--- src/verilog/bmcs_pkg.sv ---
// bmcs_pkg: constants for the backplane bus-master cycle block.
// assumes a 10 MHz system clock on mclk_i.
package bmcs_pkg;
    localparam int unsigned CLK_HZ        = 10000000;
    localparam int unsigned BUS_CLK_HZ    = 2000000;
    // bus clock period and its high phase in system cycles
    localparam int unsigned BUS_PER_CYC   = CLK_HZ / BUS_CLK_HZ;
    localparam int unsigned BUS_HIGH_CYC  = 3;
    localparam int unsigned POC_TIME_MS   = 10;
    // least time in whole cycles; the division truncates, nothing is added
    localparam int unsigned POC_CYC       = (CLK_HZ / 1000 * POC_TIME_MS + 0) ;
    localparam int unsigned ADDR_W        = 16;
    localparam int unsigned DATA_W        = 8;
    localparam int unsigned RFSH_W        = 7;
    localparam int unsigned POC_CNT_W     = 24;
    localparam int unsigned DIV_W         = 4;

    // cycle kinds requested by the core
    localparam logic [2:0]  KIND_MEM_RD   = 3'h0;
    localparam logic [2:0]  KIND_MEM_WR   = 3'h1;
    localparam logic [2:0]  KIND_IO_RD    = 3'h2;
    localparam logic [2:0]  KIND_IO_WR    = 3'h3;
    localparam logic [2:0]  KIND_FETCH    = 3'h4;
    localparam logic [2:0]  KIND_INTA     = 3'h5;
    localparam logic [2:0]  KIND_RFSH     = 3'h6;
    localparam logic [2:0]  KIND_HALT     = 3'h7;

    typedef enum logic [5:0] {
        BMCS_IDLE  = 6'b00_0001,
        BMCS_SYNC  = 6'b00_0010,
        BMCS_XFER  = 6'b00_0100,
        BMCS_DONE  = 6'b00_1000,
        BMCS_HOLD  = 6'b01_0000,
        BMCS_HALT  = 6'b10_0000
    } bmcs_state_e;
endpackage

--- src/verilog/bmcs_master.sv ---
// bmcs_master: bus-master cycle logic of a processor card on a parallel
// backplane: address, data paths, status, strobes, ready, hold, interrupt
// and the reset chain. assumes a core that requests one cycle at a time
// and off-chip drivers that turn the _oe outputs into open-collector pulls.
`timescale 1ns/1ps
// Contract
// sM1 high only on op-code fetch cycles; the code also raises it on interrupt-acknowledge cycles.
// sOUT high on I/O write cycles.
// sINP high on I/O read cycles.
// sMEMR high on memory reads, not interrupt-acknowledge fetches.
// sHLTA high once a halt instruction executed.
// free-running 2 MHz bus clock, 40 to 60 percent duty.
// sMREQ low on every memory read, write or refresh cycle.
// sRFSH low when low address lines carry a refresh address.
// memory boards go quiet while PHANTOM is held low.
// memory write equals write strobe active and sOUT inactive.
// bus ready only when both ready inputs are true.
// INT low requests service; sINTA marks following input cycles.
// HOLD low asks for the bus; pHLDA answers before hand-over.
// bus reset resets masters and activates power-on-clear.
// power-on-clear stays low at least 10 ms once driven low.
// pSYNC pulses at the start of each bus cycle.
// pWR low only while write data valid on data-out.
// pDBIN high requests read data; slave drives data-in.
// sWO low on every master-to-slave transfer.
// 16-bit active-high address, bit 0 least significant.
// separate 8-bit data-out and data-in paths.
// asterisk signals active low; open-collector lines only pulled low.
// status held stable from pSYNC to end of cycle.
module bmcs_master
    import bmcs_pkg::*;
#(
    parameter int unsigned POC_CYCLES = POC_CYC
) (
    // clock and reset
    input  wire logic              mclk_i,
    input  wire logic              rst_i,
    // core request side
    input  wire logic              req_i,
    input  wire logic [2:0]        kind_i,
    input  wire logic [ADDR_W-1:0] addr_i,
    input  wire logic [DATA_W-1:0] wdata_i,
    output logic                   ack_o,
    output logic [DATA_W-1:0]      rdata_o,
    output logic                   int_pend_o,
    output logic                   halted_o,
    output logic                   reset_busy_o,
    // bus address and data
    output logic [ADDR_W-1:0]      bus_addr_o,
    output logic [DATA_W-1:0]      bus_dout_o,
    input  wire logic [DATA_W-1:0] bus_din_i,
    // bus status
    output logic                   s_m1_o,
    output logic                   s_out_o,
    output logic                   s_inp_o,
    output logic                   s_memr_o,
    output logic                   s_hlta_o,
    output logic                   s_inta_o,
    output logic                   s_mreq_n_o,
    output logic                   s_rfsh_n_o,
    output logic                   s_wo_n_o,
    // bus control strobes
    output logic                   p_sync_o,
    output logic                   p_wr_n_o,
    output logic                   p_dbin_o,
    output logic                   p_hlda_o,
    output logic                   mwrt_o,
    output logic                   bus_clk_o,
    // ready, hold and interrupt pins
    input  wire logic              rdy_i,
    input  wire logic              xrdy_i,
    input  wire logic              hold_n_i,
    input  wire logic              int_n_i,
    // reset chain, open collector: oe high pulls the line low
    input  wire logic              reset_n_i,
    output logic                   poc_n_o,
    output logic                   poc_n_oe_o
);
    //////////////////////////////////////////////////////////////////////
    // pin synchronisers
    logic rdy_s;
    logic xrdy_s;
    logic hold_n_s;
    logic int_n_s;
    logic reset_n_s;

    bmcs_sync3 u_rdy (
        .mclk_i    (mclk_i),
        .rst_i     (rst_i),
        .pin_i     (rdy_i),
        .rst_val_i (1'b0),
        .level_o   (rdy_s)
    );

    bmcs_sync3 u_xrdy (
        .mclk_i    (mclk_i),
        .rst_i     (rst_i),
        .pin_i     (xrdy_i),
        .rst_val_i (1'b0),
        .level_o   (xrdy_s)
    );

    bmcs_sync3 u_hold (
        .mclk_i    (mclk_i),
        .rst_i     (rst_i),
        .pin_i     (hold_n_i),
        .rst_val_i (1'b1),
        .level_o   (hold_n_s)
    );

    bmcs_sync3 u_int (
        .mclk_i    (mclk_i),
        .rst_i     (rst_i),
        .pin_i     (int_n_i),
        .rst_val_i (1'b1),
        .level_o   (int_n_s)
    );

    bmcs_sync3 u_reset (
        .mclk_i    (mclk_i),
        .rst_i     (rst_i),
        .pin_i     (reset_n_i),
        .rst_val_i (1'b1),
        .level_o   (reset_n_s)
    );

    //////////////////////////////////////////////////////////////////////
    // free-running bus clock; five system cycles cannot split evenly, so
    // the high phase takes three of them (60 percent, inside the band)
    logic [DIV_W-1:0] div_r;
    logic             bus_clk_r;
    wire              div_wrap = (div_r == DIV_W'(BUS_PER_CYC - 1));
    wire [DIV_W-1:0]  div_nxt  = div_wrap ? '0 : div_r + 1'b1;
    wire              clk_high = (div_nxt < DIV_W'(BUS_HIGH_CYC));

    // reset level matches count zero, so no short first pulse follows reset
    always_ff @(posedge mclk_i) begin
        if (rst_i) begin
            div_r     <= '0;
            bus_clk_r <= 1'b1;
        end else begin
            div_r     <= div_nxt;
            bus_clk_r <= clk_high;
        end
    end

    //////////////////////////////////////////////////////////////////////
    // reset chain: bus reset or local reset starts power-on-clear
    logic [POC_CNT_W-1:0] poc_cnt_r;
    logic                 poc_act_r;
    wire                  poc_start = ~reset_n_s;
    wire                  poc_run   = poc_cnt_r != POC_CNT_W'(POC_CYCLES - 1);

    always_ff @(posedge mclk_i) begin
        if (rst_i) begin
            poc_cnt_r <= '0;
            poc_act_r <= 1'b1;
        end else if (poc_start) begin
            poc_cnt_r <= '0;
            poc_act_r <= 1'b1;
        end else if (poc_act_r && poc_run) begin
            poc_cnt_r <= poc_cnt_r + 1'b1;
        end else begin
            poc_act_r <= 1'b0;
        end
    end

    // masters held in reset while clear is active; the open-collector pin
    // only ever pulls low, so the data bit is fixed at zero
    wire bus_rst = rst_i | poc_act_r;

    //////////////////////////////////////////////////////////////////////
    // cycle decode
    wire k_fetch = (kind_i == KIND_FETCH);
    wire k_inta  = (kind_i == KIND_INTA);
    wire k_memrd = (kind_i == KIND_MEM_RD);
    wire k_memwr = (kind_i == KIND_MEM_WR);
    wire k_iord  = (kind_i == KIND_IO_RD);
    wire k_iowr  = (kind_i == KIND_IO_WR);
    wire k_rfsh  = (kind_i == KIND_RFSH);
    wire k_halt  = (kind_i == KIND_HALT);
    wire k_read  = k_fetch | k_memrd | k_iord | k_inta;
    wire k_write = k_memwr | k_iowr;
    wire ready   = rdy_s & xrdy_s;
    wire hold_rq = ~hold_n_s;
    wire bclk_rise = div_wrap & ~bus_clk_r;

    //////////////////////////////////////////////////////////////////////
    // cycle state machine, steps on the rising bus-clock edge
    bmcs_state_e state_r;
    bmcs_state_e state_nxt;
    logic        is_write_r;
    logic        is_read_r;
    logic        is_out_r;
    logic        int_pend_r;

    always_comb begin
        state_nxt = state_r;
        case (state_r)
            BMCS_IDLE: begin
                if (hold_rq) begin
                    state_nxt = BMCS_HOLD;
                end else if (req_i && k_halt) begin
                    state_nxt = BMCS_HALT;
                end else if (req_i) begin
                    state_nxt = BMCS_SYNC;
                end
            end
            BMCS_SYNC: state_nxt = BMCS_XFER;
            BMCS_XFER: begin
                if (ready) begin
                    state_nxt = BMCS_DONE;
                end
            end
            BMCS_DONE: state_nxt = BMCS_IDLE;
            BMCS_HOLD: begin
                if (!hold_rq) begin
                    state_nxt = BMCS_IDLE;
                end
            end
            BMCS_HALT: begin
                // an interrupt or hold wakes the halted master
                if (!int_n_s || hold_rq) begin
                    state_nxt = BMCS_IDLE;
                end
            end
            default: state_nxt = BMCS_IDLE;
        endcase
    end

    wire start_cyc = bclk_rise && (state_r == BMCS_IDLE) && (state_nxt == BMCS_SYNC);
    wire in_xfer   = (state_r == BMCS_XFER);
    wire finish    = bclk_rise && in_xfer && ready;

    always_ff @(posedge mclk_i) begin
        if (bus_rst) begin
            state_r <= BMCS_IDLE;
        end else if (bclk_rise) begin
            state_r <= state_nxt;
        end
    end

    // interrupt pending: set wins over the clear by an acknowledge cycle
    always_ff @(posedge mclk_i) begin
        if (bus_rst) begin
            int_pend_r <= 1'b0;
        end else if (!int_n_s) begin
            int_pend_r <= 1'b1;
        end else if (start_cyc && k_inta) begin
            int_pend_r <= 1'b0;
        end
    end

    //////////////////////////////////////////////////////////////////////
    // status latch: loaded at cycle start, held to cycle end
    always_ff @(posedge mclk_i) begin
        if (bus_rst) begin
            bus_addr_o <= '0;
            bus_dout_o <= '0;
            s_m1_o     <= 1'b0;
            s_out_o    <= 1'b0;
            s_inp_o    <= 1'b0;
            s_memr_o   <= 1'b0;
            s_inta_o   <= 1'b0;
            s_mreq_n_o <= 1'b1;
            s_rfsh_n_o <= 1'b1;
            s_wo_n_o   <= 1'b1;
            is_write_r <= 1'b0;
            is_read_r  <= 1'b0;
            is_out_r   <= 1'b0;
        end else if (start_cyc) begin
            bus_addr_o <= k_rfsh ? {{(ADDR_W-RFSH_W){1'b0}},
                                    addr_i[RFSH_W-1:0]} : addr_i;
            bus_dout_o <= k_write ? wdata_i : bus_dout_o;
            s_m1_o     <= k_fetch | k_inta;
            s_out_o    <= k_iowr;
            s_inp_o    <= k_iord | k_inta;
            s_memr_o   <= k_fetch | k_memrd;
            s_inta_o   <= k_inta;
            s_mreq_n_o <= ~(k_fetch | k_memrd | k_memwr | k_rfsh);
            s_rfsh_n_o <= ~k_rfsh;
            s_wo_n_o   <= ~k_write;
            is_write_r <= k_write;
            is_read_r  <= k_read;
            is_out_r   <= k_iowr;
        end else if (bclk_rise && state_r == BMCS_DONE) begin
            s_m1_o     <= 1'b0;
            s_out_o    <= 1'b0;
            s_inp_o    <= 1'b0;
            s_memr_o   <= 1'b0;
            s_inta_o   <= 1'b0;
            s_mreq_n_o <= 1'b1;
            s_rfsh_n_o <= 1'b1;
            s_wo_n_o   <= 1'b1;
            is_write_r <= 1'b0;
            is_read_r  <= 1'b0;
            is_out_r   <= 1'b0;
        end
    end

    //////////////////////////////////////////////////////////////////////
    // strobes; data-out is already stable when the write strobe falls
    wire wr_act = in_xfer & is_write_r;
    wire rd_act = in_xfer & is_read_r;

    always_ff @(posedge mclk_i) begin
        if (bus_rst) begin
            p_sync_o    <= 1'b0;
            p_wr_n_o    <= 1'b1;
            p_dbin_o    <= 1'b0;
            mwrt_o      <= 1'b0;
            p_hlda_o    <= 1'b0;
            s_hlta_o    <= 1'b0;
            ack_o       <= 1'b0;
            rdata_o     <= '0;
        end else begin
            p_sync_o    <= (state_r == BMCS_SYNC);
            p_wr_n_o    <= ~wr_act;
            p_dbin_o    <= rd_act;
            // same registered term as the write strobe, so it tracks it
            mwrt_o      <= wr_act & ~is_out_r;
            p_hlda_o    <= (state_r == BMCS_HOLD);
            s_hlta_o    <= (state_r == BMCS_HALT);
            ack_o       <= finish | (bclk_rise && state_r == BMCS_IDLE
                                     && req_i && k_halt && !hold_rq);
            rdata_o     <= (finish && is_read_r) ? bus_din_i : rdata_o;
        end
    end

    //////////////////////////////////////////////////////////////////////
    // misc outputs
    always_ff @(posedge mclk_i) begin
        if (rst_i) begin
            bus_clk_o    <= 1'b0;
            poc_n_o      <= 1'b0;
            poc_n_oe_o   <= 1'b1;
            int_pend_o   <= 1'b0;
            halted_o     <= 1'b0;
            reset_busy_o <= 1'b1;
        end else begin
            bus_clk_o    <= bus_clk_r;
            poc_n_o      <= 1'b0;
            poc_n_oe_o   <= poc_act_r;
            int_pend_o   <= int_pend_r;
            halted_o     <= (state_r == BMCS_HALT);
            reset_busy_o <= poc_act_r;
        end
    end
endmodule // bmcs_master

--- src/verilog/bmcs_sync3.sv ---
// bmcs_sync3: three-flop synchroniser for one pin, change taken when
// stages two and three agree. assumes input is asynchronous to mclk_i.
`timescale 1ns/1ps
module bmcs_sync3 (
    // clock and reset
    input  wire logic mclk_i,
    input  wire logic rst_i,
    // pin and result
    input  wire logic pin_i,
    input  wire logic rst_val_i,
    output logic      level_o
);
    logic s1_r;
    logic s2_r;
    logic s3_r;

    always_ff @(posedge mclk_i) begin
        s1_r <= pin_i;
        s2_r <= s1_r;
        s3_r <= s2_r;
    end

    // reset value comes from a tie-off, held in a clocked process
    always_ff @(posedge mclk_i) begin
        if (rst_i) begin
            level_o <= rst_val_i;
        end else if (s2_r == s3_r) begin
            level_o <= s3_r;
        end
    end
endmodule // bmcs_sync3
--- config.mk ---
export PLATFORM = sky130hd
export DESIGN_NAME = bmcs_master
export DESIGN_NICKNAME = d
export VERILOG_FILES = /design/src/verilog/bmcs_pkg.sv /design/src/verilog/bmcs_master.sv /design/src/verilog/bmcs_sync3.sv
export SDC_FILE = /design/constraint.sdc
export NUM_CORES = 1
export LEC_CHECK = 0
export BUFFER_PORTS_ARGS = -buffer_cell sky130_fd_sc_hd__buf_4
export CORE_MARGIN = 1.5
export CORE_UTILIZATION = 35
export CTS_CLUSTER_DIAMETER = 30
export DETAILED_ROUTE_END_ITERATION = 7
export PLACE_DENSITY = 0.62
export RECOVER_POWER = 50
export SYNTH_ARGS = -nofsm -noshare
export SYNTH_HDL_FRONTEND = slang
export SYNTH_SLANG_ARGS = --single-unit
--- constraint.sdc ---
create_clock -name mclk_i -period 1.85 [get_ports mclk_i]
set_input_delay 0 -clock mclk_i [delete_from_list [all_inputs] [get_ports mclk_i]]
set_output_delay 0 -clock mclk_i [all_outputs]
set_load 0.05 [all_outputs]
Word level (Yosys, flattened, before mapping)
Cells that the tools add are included.
{"block": "totals", "reg_bits": 110, "latchBits": 0, "mem_bits_rw": 0, "rom_bits": 0, "input_bits": 43, "output_inout_bits": 53, "n_memories": 0}
{"block": "op_classes", "add_sub_neg": 2, "multipliers": 0, "div": 0, "order_cmp": 1, "n_eq_ne": 22, "shifts": 0, "mux": 23, "bitwise_logic": 23, "reduce_logical": 18}
{"cell": "$mux W6", "n": 6}
{"cell": "$pmux W6 S5", "n": 1}
{"cell": "$add A24 B1 Y24 const B", "n": 1}
{"cell": "$ne A24 B17 Y1 const B", "n": 1}
{"cell": "$mux W16", "n": 1}
{"cell": "$mux W1", "n": 14}
{"cell": "$eq A3 B3 Y1 const B", "n": 4}
{"cell": "$eq A6 B2 Y1 const B", "n": 2}
{"cell": "$logic_and A1 B1 Y1", "n": 12}
{"cell": "$or A1 B1 Y1", "n": 10}
{"cell": "$not A1 Y1", "n": 8}
{"cell": "$eq A3 B2 Y1 const B", "n": 2}
{"cell": "$eq A6 B1 Y1 const B", "n": 1}
{"cell": "$eq A6 B3 Y1 const B", "n": 1}
{"cell": "$eq A6 B4 Y1 const B", "n": 1}
{"cell": "$eq A6 B5 Y1 const B", "n": 1}
{"cell": "$eq A6 B6 Y1 const B", "n": 1}
{"cell": "$and A1 B1 Y1", "n": 5}
{"cell": "$eq A1 B1 Y1", "n": 5}
{"cell": "$add A4 B1 Y4 const B", "n": 1}
{"cell": "$eq A4 B3 Y1 const B", "n": 1}
{"cell": "$lt A4 B2 Y1 const B", "n": 1}
{"cell": "$mux W4", "n": 1}
{"cell": "$eq A3 B1 Y1 const B", "n": 1}
{"cell": "7 further kinds", "n": 7}

Logic depth before layout (Yosys ltp)
{"block": "logic_depth", "word_depth": 10, "depth_mapped": 8, "mapped_depth_nobuf": 7}

Cells and area by module
A second synthesis with hierarchy kept.
{"block": "unflattened", "hier_cells": 483, "area_unflattened_um2": 4535.6}
{"mod": "bmcs_master", "n_inst": 1, "cells_each": 448, "area_per_inst_um2": 3935.0, "seq_area_each_um2": 1801.7}
{"mod": "bmcs_sync3", "n_inst": 5, "cells_each": 7, "area_per_inst_um2": 120.1, "seq_area_each_um2": 90.1}

Worst setup path before layout
No wires, ideal clock.
{"block": "synth_path", "kind": "reg-to-reg", "from": "register poc_cnt_r[0]", "to": "register poc_cnt_r[17]", "arrival_time_ns": 1.948, "slack_ns": -0.213, "path_stages_with_launch": 9, "path_buffers": 2, "period_less_slack_ns": 2.063, "cell_sequence": "dfxtp_1 > ha_1 > nand3_1 > or4_1 > buf_6 > o21ai_4 > buf_6 > nor4_1 > o21a_1"}
{"block": "synth_between", "elab_chain_cells": 2}
{"element": "start: declaration", "line": "bmcs_master.sv:149", "text": "logic [POC_CNT_W-1:0] poc_cnt_r;"}
{"element": "start signal: assignment", "line": "bmcs_master.sv:162", "text": "poc_cnt_r <= poc_cnt_r + 1'b1;"}
{"element": "parallel branches: the longest is 2 deep, another holds $add A24 B1 Y24"}
Several ways; the timed one is not identified.
A chain may end at the register's enable or synchronous reset.

Worst setup path in the final report
{"block": "layout_path", "from": "register poc_cnt_r[6]", "to": "register poc_cnt_r[17]"}
Same word-level chain as after synthesis.

==> impl_metrics.ini <==
[run_status]
status = finished, violations left
violations = negative setup slack

[synth]
synthCells = 475
synthFlopType = dfxtp_1
syn-num-nets = 522
synth_edf_count = 0
ys_types = 55
async_reset_ff_share_pct = 0
yosys.area.top_type_share_pct = 51.0
synth_seq_cells = 110
yosysWarningCount = 0
synth_area_leaders = dfxtp_1 51%, nor2_1 4.9%, nand3_1 3.9%
avgSynthCellArea_um2 = 9.10
syn-cell-area_um2 = 4320
yosysTopAreaCell = dfxtp_1
yosysSeqAreaShare_pct = 51.0

[global_route]
track_usage_pct = 17.1
grt_max_degree = 33
grt_pass1_vias = 3947
overflow = 0
antenna_found_initial = 0
grt_pass1_wl_um = 18100

[worst_hold_path]
min_from = req_i
min_path_type = in2reg
min_to = state_r[5]$_SDFFE_PP0P_
hold_path_depth = 4

[power]
finalPower_uw = 4590
power.density_nw_per_um2 = 738
power_leakage_uw = 0.00240
peakVddDrop_mv = 0.615

[clocking]
clock_latency_ns = 0.35
cts_tree = built
clock-root-buffer = clkbuf_16
clock_sinks = 110
htreeDepth = 3
clkTransAtPathRegs_ns = 0.07
cts_buffer_depth = 2
cts-buffers-inserted = 9

[die]
initial_core_util_pct = 36.0
die_y_um = 114
dieArea_um2 = 13000
die_w_um = 114
core_area_um2 = 12000
rows = 40
pin_count = 96

[route]
via_count = 3991
wl_per_cell_um = 13.6
drc = 0
drt_pass1_iterations = 4
top_layer_used = met4
drt_iter0_markers = 139
wl_met2_um = 5470
antenna_left = 0
viasPerCell = 4.98
wl_um = 10900
wl_met3_um = 433
drt-met1-wl_um = 4720

[timing]
fin_ws_ns = -0.238
slew-limit-headroom_pct = 56.9
tightest_slew_ns = 0.649
final-setup-viol-count = 21
fmax_ghz = 0.479
timing.final.crit_share_pct = 113
min_period_ns = 2.09
finalSetupTns_ns = -3.71
hold_slack_ns = 0.0821
fin_skew_ns = 0.00910
hold_violations = 0
rsz0062_at_grt = yes
maxSlewViolCount = 0

[layout]
antennaDiodeCount = 0
layout-drive-gt1-share_pct = 24.2
num-nets-final = 696
syn_to_final_growth_pct = 44.0
fin_area_um2 = 6220

[worst_setup_path]
worstSetupEndpointType = register
cp.arrival_ns = 2.33
setup.worst_path.start_class = register
cp.required_ns = 2.09
rrSetupSlack_ns = -0.24
r2r_end = poc_cnt_r[17]$_SDFFE_PP0P_
ff2ff_path_depth = 7
r2r-start = poc_cnt_r[6]$_SDFFE_PP0P_
critPathKind = reg2reg
cp_max_fo = 11

[flow_run]
max_cap_violations = 0

[place]
port_buffers = 94
postPlaceCellArea_um2 = 5500
gp_congestion = 0.884
dpl.hpwl_um = 7230
[cell usage after synthesis, drive strengths merged (2+ instances only)]
cell,n
dfxtp,110
nor2,56
nand2,37
o21ai,35
nand3,34
a21oi,27
clkbuf,18
mux2i,16
inv,14
or3,10
buf,9
o31ai,9
nor2b,8
nor3,8
or4,7
xor2,7
nand4,6
nor4,6
and3,5
nand2b,5
o211ai,5
a22o,4
and4,4
ha,4
and2,3
o21a,3
o21bai,3
a22oi,2
nand3b,2
o22ai,2
[cells by family (layout without fill, tap and decap cells)]
group	after synthesis	in the layout	share of synthesized area [%]
AO/OA/AOI/OAI	101	101	15.9
XOR/XNOR	8	8	1.62
adder cells (fa/ha/maj)	4	4	1.16
buffers and inverters	41	220	4.31
flip-flops	110	110	51.0
multiplexers	16	16	3.71
other	1	1	0.0868
AND/OR/NAND/NOR	194	194	22.2
[where the power goes]
group / internal (uW) / switching (uW) / total, uW
clock network: 943 / 931 / 1870
logic: 170 / 124 / 294
registers: 2410 / 21.3 / 2430
total: 3520 / 1080 / 4590
[layout by cell type (no fill, tap or decap), types with 6 or more instances in the layout]
cell type      instances
nand4_1                6
nor2b_1                8
clkbuf_1              46
clkbuf_16             11
dfxtp_1              108
a21oi_2                8
nor3_1                 8
o31ai_1                9
inv_1                 12
mux2i_1               15
dlygate4sd3_1         41
o21ai_0               24
nor2_1                54
o21ai_1                8
xor2_1                 7
buf_4                 89
a21oi_1               19
nand2_1               36
nand3_1               34
nor4_1                 6
[stage by stage]
stage / util, % / cells / setup slack, ns
after global placement: 45.8 / 740 / -0.184
after detailed placement: 45.8 / 740 / -0.229
after global routing: 51.8 / 801 / -0.285
after CTS: 52.3 / 797 / -0.166
final: 51.8 / 801 / -0.238
after floorplan: - / 475 / -0.174
[worst max-delay path by stage]
stage	start	endpoint	depth (start not counted)
floorplan	poc_cnt_r[6]$_SDFFE_PP0P_	poc_cnt_r[17]$_SDFFE_PP0P_	7
CTS	poc_cnt_r[6]$_SDFFE_PP0P_	poc_cnt_r[4]$_SDFFE_PP0P_	6
detailed placement	poc_cnt_r[7]$_SDFFE_PP0P_	poc_cnt_r[16]$_SDFFE_PP0P_	6
global route	poc_cnt_r[6]$_SDFFE_PP0P_	poc_cnt_r[18]$_SDFFE_PP0P_	6
finish	poc_cnt_r[6]$_SDFFE_PP0P_	poc_cnt_r[17]$_SDFFE_PP0P_	7
global placement	poc_cnt_r[6]$_SDFFE_PP0P_	poc_cnt_r[22]$_SDFFE_PP0P_	6
[sequential cells by signal, indices dropped and copies added, names as in the netlist, 4 cells and up]
signal / count
poc_cnt_r: 24
div_r: 4
bus_dout_o: 8
state_r: 6
rdata_o: 8
bus_addr_o: 16
[critical path, cell delays in order (launching register included)]
cell     delay [ns]
dfxtp_2        0.32
or4b_4         0.52
or4_4          0.45
buf_4          0.16
o21ai_4        0.16
buf_12         0.15
nor4_1         0.05
o21a_1         0.17
[layer usage]
| metal | up-vias | track usage [%] |
|---|---|---|
| met5 | - | 0 |
| met4 | 0 | 6.33 |
| met3 | 24 | 4.71 |
| met2 | 88 | 30.2 |
| met1 | 1861 | 19.8 |
| li1 | 2018 | - |
[repair_timing]
item | CTS | global route
endpoints found under the hold margin | 49 | 0
endpoints found under the setup margin | 56 | 63
pin swaps | 12 | 9
buffers inserted | 0 | 2
hold buffers | 41 | 0
gates resized for setup | 21 | 11
gates cloned | 0 | 2
[cell type report]
class | instances | area, um2
fill | 1146 | 5790
sequential | 110 | 2200
multi-input combinational | 324 | 2050
timing repair buffer | 190 | 1450
clock buffer | 9 | 225
tap | 147 | 184
clock inverter | 7 | 62.6
inverter | 14 | 52.6
No activity file was read; power rests on OpenSTA's default activity.
